### src/asf_pkg.sv
package asf_pkg;
	// ---------------------------------------------------------------
	// Register offsets (byte addresses)
	// ---------------------------------------------------------------
	localparam logic [7:0] OFF_CTRL = 8'h00;
	localparam logic [7:0] OFF_MODE = 8'h04;
	localparam logic [7:0] OFF_CHEN = 8'h10;
	localparam logic [7:0] OFF_CHDIS = 8'h14;
	localparam logic [7:0] OFF_CHSR = 8'h18;
	localparam logic [7:0] OFF_STATUS = 8'h1c;
	localparam logic [7:0] OFF_LAST = 8'h20;
	localparam logic [7:0] OFF_CHRES0 = 8'h30;
	// ---------------------------------------------------------------
	// Field positions
	// ---------------------------------------------------------------
	localparam int CTRL_START_BIT = 1;
	localparam int MODE_SLEEP_BIT = 5;
	localparam int ST_OVR_POS = 8;
	localparam int ST_DATA_READY_FLAG_POS = 16;
	localparam int ST_GOVR_POS = 17;
	localparam int ST_SLEEP_POS = 18;
	localparam int ST_BUSY_POS = 19;
	localparam int LAST_CH_POS = 12;
	// ---------------------------------------------------------------
	// Reset values and timing
	// ---------------------------------------------------------------
	localparam logic [31:0] MODE_RST = 32'h0000_0000;
	localparam int CONV_NS = 40;
	localparam int CLK_MHZ = 250;
	localparam int CONV_CYCLES = (CONV_NS * CLK_MHZ + 999) / 1000;
endpackage : asf_pkg

### src/asf_status_flags.sv
// Design decisions made here: the APB slave port and the address map.
`timescale 1ns/1ns
`default_nettype none
module asf_status_flags #(
	parameter int NCH = 8,
	parameter int RES_W = 10,
	parameter int CONV_CYC = asf_pkg::CONV_CYCLES
) (
	input wire logic pclk,
	input wire logic presetn,
	input wire logic psel,
	input wire logic penable,
	input wire logic pwrite,
	input wire logic [7:0] paddr,
	input wire logic [31:0] pwdata,
	input wire logic [RES_W-1:0] conv_result,
	output logic [31:0] prdata,
	output logic pready,
	output logic pslverr,
	output logic conv_sleep
);
	// ---------------------------------------------------------------
	// Types and state
	// ---------------------------------------------------------------
	typedef enum logic [1:0] {ST_IDLE, ST_CONV, ST_SLEEP} asf_state_e;

	asf_state_e state_reg, state_next;
	logic [NCH-1:0] chen_reg, chen_next;
	logic [NCH-1:0] done_reg, done_next;
	logic [NCH-1:0] ovr_reg, ovr_next;
	logic [NCH-1:0] pend_reg, pend_next;
	logic [$clog2(NCH)-1:0] cur_reg, cur_next;
	logic [$clog2(NCH)-1:0] lastch_reg, lastch_next;
	logic [RES_W-1:0] res_reg [NCH];
	logic [RES_W-1:0] res_next [NCH];
	logic [RES_W-1:0] last_reg, last_next;
	logic data_ready_flag_reg, data_ready_flag_next;
	logic govr_reg, govr_next;
	logic sleep_reg, sleep_next;
	logic [15:0] cnt_reg, cnt_next;
	logic [31:0] prdata_next;
	logic pready_next, pslverr_next;

	logic acc, wr, rd, hit_res;
	logic [$clog2(NCH)-1:0] res_idx;
	logic eoc, eoc_en;
	logic [NCH-1:0] dis_mask;

	// ---------------------------------------------------------------
	// Bus decode
	// ---------------------------------------------------------------
	// One wait state: setup then access, pready is registered and rises one cycle into the access phase
	assign acc = psel && penable && !pready;
	assign wr = acc && pwrite;
	assign rd = acc && !pwrite;
	assign hit_res = (paddr >= asf_pkg::OFF_CHRES0)
		&& (paddr < asf_pkg::OFF_CHRES0 + 8'(4 * NCH)) && (paddr[1:0] == 2'b00);
	assign res_idx = $clog2(NCH)'((paddr - asf_pkg::OFF_CHRES0) >> 2);
	assign dis_mask = (wr && paddr == asf_pkg::OFF_CHDIS) ? pwdata[NCH-1:0] : '0;
	assign eoc = (state_reg == ST_CONV) && (cnt_reg == 16'h0000);
	// Disable in the same cycle kills the event, so no flag or store follows
	assign eoc_en = eoc && chen_reg[cur_reg] && !dis_mask[cur_reg];

	// ---------------------------------------------------------------
	// Register decode
	// ---------------------------------------------------------------
	logic wr_ctrl, wr_mode, wr_chen, wr_chdis, wr_bad;
	logic rd_mode, rd_chsr, rd_status, rd_last, rd_res, rd_bad;
	logic start_cmd;

	assign wr_ctrl = wr && (paddr == asf_pkg::OFF_CTRL);
	assign wr_mode = wr && (paddr == asf_pkg::OFF_MODE);
	assign wr_chen = wr && (paddr == asf_pkg::OFF_CHEN);
	assign wr_chdis = wr && (paddr == asf_pkg::OFF_CHDIS);
	assign wr_bad = wr && !wr_ctrl && !wr_mode && !wr_chen && !wr_chdis;
	assign rd_mode = rd && (paddr == asf_pkg::OFF_MODE);
	assign rd_chsr = rd && (paddr == asf_pkg::OFF_CHSR);
	assign rd_status = rd && (paddr == asf_pkg::OFF_STATUS);
	assign rd_last = rd && (paddr == asf_pkg::OFF_LAST);
	assign rd_res = rd && hit_res;
	// Control, enable and disable read back as zero without an error
	assign rd_bad = rd && !rd_mode && !rd_chsr && !rd_status && !rd_last && !hit_res
		&& (paddr != asf_pkg::OFF_CTRL) && (paddr != asf_pkg::OFF_CHEN)
		&& (paddr != asf_pkg::OFF_CHDIS);
	// A start with no channel enabled is dropped, nothing to convert
	assign start_cmd = wr_ctrl && pwdata[asf_pkg::CTRL_START_BIT] && (chen_reg != '0);

	// ---------------------------------------------------------------
	// Configuration
	// ---------------------------------------------------------------
	always_comb begin
		chen_next = chen_reg;
		sleep_next = sleep_reg;
		if (wr_mode) begin
			sleep_next = pwdata[asf_pkg::MODE_SLEEP_BIT];
		end else if (wr_chen) begin
			chen_next = chen_reg | pwdata[NCH-1:0];
		end else if (wr_chdis) begin
			chen_next = chen_reg & ~pwdata[NCH-1:0];
		end
	end

	always_ff @(posedge pclk or negedge presetn) begin
		if (!presetn) begin
			chen_reg <= '0;
			sleep_reg <= asf_pkg::MODE_RST[asf_pkg::MODE_SLEEP_BIT];
		end else begin
			chen_reg <= chen_next;
			sleep_reg <= sleep_next;
		end
	end

	// ---------------------------------------------------------------
	// Conversion sequencer
	// ---------------------------------------------------------------
	always_comb begin
		state_next = state_reg;
		pend_next = pend_reg;
		cur_next = cur_reg;
		cnt_next = cnt_reg;
		if (start_cmd) begin
			pend_next = chen_reg;
			if (state_reg == ST_SLEEP)
				state_next = ST_IDLE;
		end else if (wr_chdis) begin
			// Queued channels that get disabled never start, except one picked in this same idle cycle, which converts but stores nothing
			pend_next = pend_reg & ~pwdata[NCH-1:0];
		end
		case (state_reg)
			ST_IDLE: begin
				if (pend_reg != '0) begin
					state_next = ST_CONV;
					cnt_next = 16'(CONV_CYC - 1);
					for (int i = NCH - 1; i >= 0; i--) begin
						if (pend_reg[i])
							cur_next = $clog2(NCH)'(i);
					end
				end
			end
			ST_CONV: begin
				if (cnt_reg != 16'h0000) begin
					cnt_next = cnt_reg - 16'h0001;
				end else begin
					pend_next[cur_reg] = 1'b0;
					if (pend_next == '0 && sleep_next)
						state_next = ST_SLEEP;
					else
						state_next = ST_IDLE;
				end
			end
			ST_SLEEP: begin
				// Left only by a start command
			end
			default: state_next = ST_IDLE;
		endcase
	end

	always_ff @(posedge pclk or negedge presetn) begin
		if (!presetn) begin
			state_reg <= ST_IDLE;
			pend_reg <= '0;
			cur_reg <= '0;
			cnt_reg <= 16'h0000;
			conv_sleep <= 1'b0;
		end else begin
			state_reg <= state_next;
			pend_reg <= pend_next;
			cur_reg <= cur_next;
			cnt_reg <= cnt_next;
			conv_sleep <= (state_next == ST_SLEEP);
		end
	end

	// ---------------------------------------------------------------
	// Status flags
	// ---------------------------------------------------------------
	always_comb begin
		done_next = done_reg;
		ovr_next = ovr_reg;
		data_ready_flag_next = data_ready_flag_reg;
		govr_next = govr_reg;
		if (rd_status) begin
			ovr_next = '0;
			govr_next = 1'b0;
		end else if (rd_last) begin
			data_ready_flag_next = 1'b0;
			done_next[lastch_reg] = 1'b0;
		end else if (rd_res) begin
			// Data-ready untouched here, only the one done bit drops
			done_next[res_idx] = 1'b0;
		end
		// Setting events come last so they win over same-cycle clears
		if (eoc_en) begin
			data_ready_flag_next = 1'b1;
			if (data_ready_flag_reg)
				govr_next = 1'b1;
			if (done_reg[cur_reg])
				ovr_next[cur_reg] = 1'b1;
			done_next[cur_reg] = 1'b1;
		end
	end

	always_ff @(posedge pclk or negedge presetn) begin
		if (!presetn) begin
			done_reg <= '0;
			ovr_reg <= '0;
			data_ready_flag_reg <= 1'b0;
			govr_reg <= 1'b0;
		end else begin
			done_reg <= done_next;
			ovr_reg <= ovr_next;
			data_ready_flag_reg <= data_ready_flag_next;
			govr_reg <= govr_next;
		end
	end

	// ---------------------------------------------------------------
	// Result storage
	// ---------------------------------------------------------------
	always_comb begin
		res_next = res_reg;
		last_next = last_reg;
		lastch_next = lastch_reg;
		if (eoc_en) begin
			res_next[cur_reg] = conv_result;
			last_next = conv_result;
			lastch_next = cur_reg;
		end
	end

	always_ff @(posedge pclk or negedge presetn) begin
		if (!presetn) begin
			for (int i = 0; i < NCH; i++)
				res_reg[i] <= '0;
			last_reg <= '0;
			lastch_reg <= '0;
		end else begin
			res_reg <= res_next;
			last_reg <= last_next;
			lastch_reg <= lastch_next;
		end
	end

	// ---------------------------------------------------------------
	// Read data and response
	// ---------------------------------------------------------------
	always_comb begin
		prdata_next = 32'h0000_0000;
		pready_next = acc;
		pslverr_next = wr_bad || rd_bad;
		if (rd_mode) begin
			prdata_next[asf_pkg::MODE_SLEEP_BIT] = sleep_reg;
		end else if (rd_chsr) begin
			prdata_next[NCH-1:0] = chen_reg;
		end else if (rd_status) begin
			prdata_next[NCH-1:0] = done_reg;
			prdata_next[asf_pkg::ST_OVR_POS +: NCH] = ovr_reg;
			prdata_next[asf_pkg::ST_DATA_READY_FLAG_POS] = data_ready_flag_reg;
			prdata_next[asf_pkg::ST_GOVR_POS] = govr_reg;
			prdata_next[asf_pkg::ST_SLEEP_POS] = (state_reg == ST_SLEEP);
			prdata_next[asf_pkg::ST_BUSY_POS] = (state_reg == ST_CONV);
		end else if (rd_last) begin
			prdata_next[RES_W-1:0] = last_reg;
			prdata_next[asf_pkg::LAST_CH_POS +: $clog2(NCH)] = lastch_reg;
		end else if (rd_res) begin
			prdata_next[RES_W-1:0] = res_reg[res_idx];
		end
	end

	always_ff @(posedge pclk or negedge presetn) begin
		if (!presetn) begin
			prdata <= 32'h0000_0000;
			pready <= 1'b0;
			pslverr <= 1'b0;
		end else begin
			prdata <= prdata_next;
			pready <= pready_next;
			pslverr <= pslverr_next;
		end
	end
endmodule : asf_status_flags
`default_nettype wire

### config.mk
export PLATFORM = sky130hd
export DESIGN_NAME = asf_status_flags
export DESIGN_NICKNAME = d
export VERILOG_FILES = /design/src/asf_pkg.sv /design/src/asf_status_flags.sv
export SDC_FILE = /design/constraint.sdc
export NUM_CORES = 1
export LEC_CHECK = 0
export BUFFER_PORTS_ARGS = -buffer_cell sky130_fd_sc_hd__buf_2
export CAP_MARGIN = 20
export CORE_UTILIZATION = 56
export DETAILED_ROUTE_END_ITERATION = 10
export GPL_TIMING_DRIVEN = 1
export HOLD_SLACK_MARGIN = 0.02
export PLACE_DENSITY_LB_ADDON = 0.3
export SLEW_MARGIN = 30
export SYNTH_ARGS = -nofsm -noshare
export SYNTH_HDL_FRONTEND = slang
export SYNTH_SLANG_ARGS = --single-unit
### constraint.sdc
create_clock -name pclk -period 8.4 [get_ports pclk]
set_clock_uncertainty 0.15 [all_clocks]
set_input_delay 1.26 -clock pclk [delete_from_list [all_inputs] [get_ports pclk]]
set_output_delay 1.26 -clock pclk [all_outputs]
set_load 0.01 [all_outputs]
==> metrics.txt <==
switching portion of total power approximately 28%; post-synth top area cell dfrtp_1; Mapped Cells 673; Post-synth EDFFs 0; CTS resizes 0; row count 44; setup bufs post-CTS 0; IO buf count 53; crit-path max FO 30; Netlist cell types 64; crit end category register; GRT overflow 0; Die X 123.9 µm; Inserted Diodes 0; max layer used met4; H-tree Lvls 4; metal3 WL about 1200 µm; FMAX approximately 230 MHz; Reg-to-Reg End res_reg[17]; Tightest Pin Transition about 0.84 ns; HP Class register to register; Crit Path Class primary input to register; Final setup viols 0; worst vdd ir about 0.00019 V; Yosys top cell area share roughly half; die area between 0.015 and 0.02 mm²; CTS Sinks approximately 170; cts-stage hold buffer count 0; Num CTS Buffers 17; initial DRC count 520; initial antenna violation count 0; relative slew slack about 43%; Slowest-stage cell, CP or4b_2; Fill cells roughly 1100; Metal-1 WL approximately 8400 µm; largest net degree at the start of global routing 108; final hold viol count 0; Final Critical Period about 4.4 ns; sequential share of power a little under half; dpl ws approximately 3.3 ns; RSZ-0062 raised after global routing false; Required @ worst endpoint between 8 and 9 ns; routed wl met2 between 9000 and 10000 µm; most frequent CP cell o31ai_1; Setup TNS 0 ns; total number of vias roughly 5800; Final Worst Setup Slack between 4 and 5 ns; DRT Pass-1 Iters 5; WHS Path Cells 2; vias in the first global route around 5700; period utilization 51.85%; WP data arrival roughly 4.5 ns; Skew-Pair Late Insertion Delay 0.44 ns; Clock Tree Root clkbuf_16; antenna-violating nets left 0; post-DP HPWL roughly 12000 µm; Critical path buffers and inverters 1; layout cells sized above 1 between 30% and 40%; DRC 0; FF-to-FF path depth 8; Area Overhead vs Synth 11.49%; ys flop type dfrtp_1; Psw between 0.6 and 0.7 mW; max FFs per register 80; top post-synthesis cells by area dfrtp_1 52%, mux2_2 9.9%, mux4_2 6.0%; clock-pin slew on the worst setup and hold paths ~0.070 ns; core area 0.01453 mm²; leakage approximately 4.5 nW; Routed WL per cell about 21 µm; CTS max path bufs 2; P_int approximately 1.6 mW; vias per std cell around 6.4; FF+latch count, synth approximately 170; syn_area_per_cell between 10 and 15 µm²; Worst path top cell family by delay simple AND/OR/NAND/NOR gates; status finished, final reports clean; All-Layer GR Usage between 20% and 30%; hold worst-path end ovr_reg[7]; Synth Cell Area 0.008322 mm²; max incr delay on CP about 0.77 ns; RePlAce Congestion 0.8563; sequential area share after synthesis 51.72%; Max-Cap Viols 0; yosys warns 0; Comb pwr share 17.5%; I/O pin total 90; Startpoint Class primary input; FF-to-FF Start cnt_reg[7]; Routed WL 19100 µm; Slew Viols, Final 0; Hold Path Origin ovr_reg[7]; clock power share about 37%; pwr dens 239.9 mW/mm²; Initial Util around 57%; Cell Chain, Critical Path buf_2 > or4b_2 > nor4_2 > nand2_1 > a32o_1 > o31ai_1 > o211ai_1 > o31ai_1; R2R setup slack approximately 4.2 ns; final layout net count 771; first-pass GRT wire length 30570 µm; die height 123.9 µm; CTS tree yes; Post-synth ARST share 100.0%
==> metal layers <==
metal  global-route usage (%)  vias to the layer above
met5                        0                        -
met4                    11.61                        0
met3                    6.731                       36
met2                    41.60                      242
met1                    36.49                     2967
li1                         -                     2542
==> power by group through the flow <==
| stage | Clock (mW) | Sequential (mW) | Combinational (mW) |
|---|---|---|---|
| after floorplan | 0 | 0.994 | 0.308 |
| after global placement | 0 | 1.02 | 0.363 |
| after detailed placement | 0 | 1.03 | 0.383 |
| after CTS | 0.832 | 1.01 | 0.388 |
| after global routing | 0.864 | 1.03 | 0.430 |
| final | 0.821 | 1.01 | 0.390 |
==> worst min-delay path: stages (launching register included) <==
cell	delay [ns]
dfrtp_1	0.34
nand2_1	0.05
o21ai_0	0.06
==> cell usage in the layout, fill, tap and decap left out, types with 4 or more instances in the layout <==
| master | instances |
|---|---|
| dfrtp_1 | 172 |
| mux2_2 | 73 |
| buf_2 | 52 |
| nor2_1 | 46 |
| a21oi_1 | 42 |
| nand2_1 | 40 |
| mux2_4 | 24 |
| mux4_2 | 22 |
| o21ai_0 | 19 |
| clkbuf_16 | 17 |
| mux2i_1 | 13 |
| conb_1 | 12 |
| nor3_1 | 11 |
| xnor2_1 | 11 |
| a22o_1 | 9 |
| nor4_1 | 9 |
| nor2b_1 | 8 |
| inv_1 | 8 |
| or4_1 | 7 |
| a21o_1 | 7 |
| and2_1 | 7 |
| nand3_1 | 7 |
| buf_4 | 7 |
| a21boi_0 | 6 |
| a32o_1 | 5 |
| nor4_2 | 4 |
| nor3b_1 | 4 |
| a32oi_1 | 4 |
| nand2b_1 | 4 |
| o22ai_1 | 4 |
| a22oi_1 | 4 |
| and3_1 | 4 |
| o31ai_1 | 4 |
| a31oi_1 | 4 |
| bufinv_16 | 4 |
==> final cells by class <==
cell class	instances	area (µm²)	share of cell area, %
Timing Repair Buffer	60	326.6	3.520
Multi-Input combinational cell	456	3772	40.66
Sequential cell	172	4304	46.39
Tap cell	184	230.2	2.481
Inverter	8	30.03	0.3237
Clock inverter	11	167.7	1.807
Clock buffer	20	446.7	4.815
==> through the flow <==
step / area [µm²] / hold slack [ns] / std cells / utilization [%] / power (mW)
6_report: 9278 / 0.3279 / 911 / 63.83 / 2.225
5_1_grt: 9278 / 0.3413 / 911 / 63.83 / 2.323
4_1_cts: 9269 / 0.3261 / 911 / 63.77 / 2.232
3_5_place_dp: 8655 / 0.3126 / 880 / 59.55 / 1.408
3_3_place_gp: 8648 / 0.3044 / 880 / 59.50 / 1.380
2_1_floorplan: 8363 / 0.2918 / 684 / - / 1.301
==> cells in the mapped netlist, types with 3 or more instances <==
cell / number
and3_1: 4
nand3b_1: 3
o31ai_1: 4
mux4_2: 22
a21boi_0: 6
nand2b_1: 4
inv_1: 8
a32o_1: 5
nand3_1: 7
nor4_1: 11
mux2i_1: 13
a21oi_1: 42
a31oi_1: 4
and2_1: 7
a22o_1: 9
dfrtp_1: 172
mux2_2: 73
nor3_1: 12
or4_1: 7
mux2_4: 24
or3_1: 3
o21ai_0: 19
clkbuf_1: 17
nor2b_1: 8
a22oi_1: 4
a21o_1: 7
buf_4: 17
nor3b_1: 4
nor2_1: 46
xnor2_1: 11
nand2_1: 40
a32oi_1: 4
buf_2: 5
buf_6: 4
o22ai_1: 4
buf_1: 5
==> worst max path at each step <==
| stage | cells past startpoint | to | startpoint |
|---|---|---|---|
| after floorplan | 9 | conv_sleep | paddr[2] |
| after global placement | 8 | conv_sleep | paddr[3] |
| after detailed placement | 8 | conv_sleep | paddr[3] |
| after CTS | 8 | conv_sleep | paddr[3] |
| after global routing | 8 | state_reg[1] | paddr[3] |
| final | 8 | conv_sleep | paddr[3] |
==> kinds of logic (layout without fill, tap and decap cells) <==
| kind of cell | count (synthesis) | count (layout) | synth area share, % |
|---|---|---|---|
| buffers and inverters | 56 | 99 | 3.729 |
| adders and majority gates | 1 | 1 | 0.1503 |
| DFF | 172 | 172 | 51.72 |
| muxes | 132 | 132 | 21.73 |
| and+or+nand+nor | 170 | 170 | 10.83 |
| other | 1 | 12 | 0.04506 |
| xor gates and xnor gates | 13 | 13 | 1.368 |
| AOI/OAI and AO/OA | 128 | 128 | 10.43 |
(Power assumes the default switching activity.)
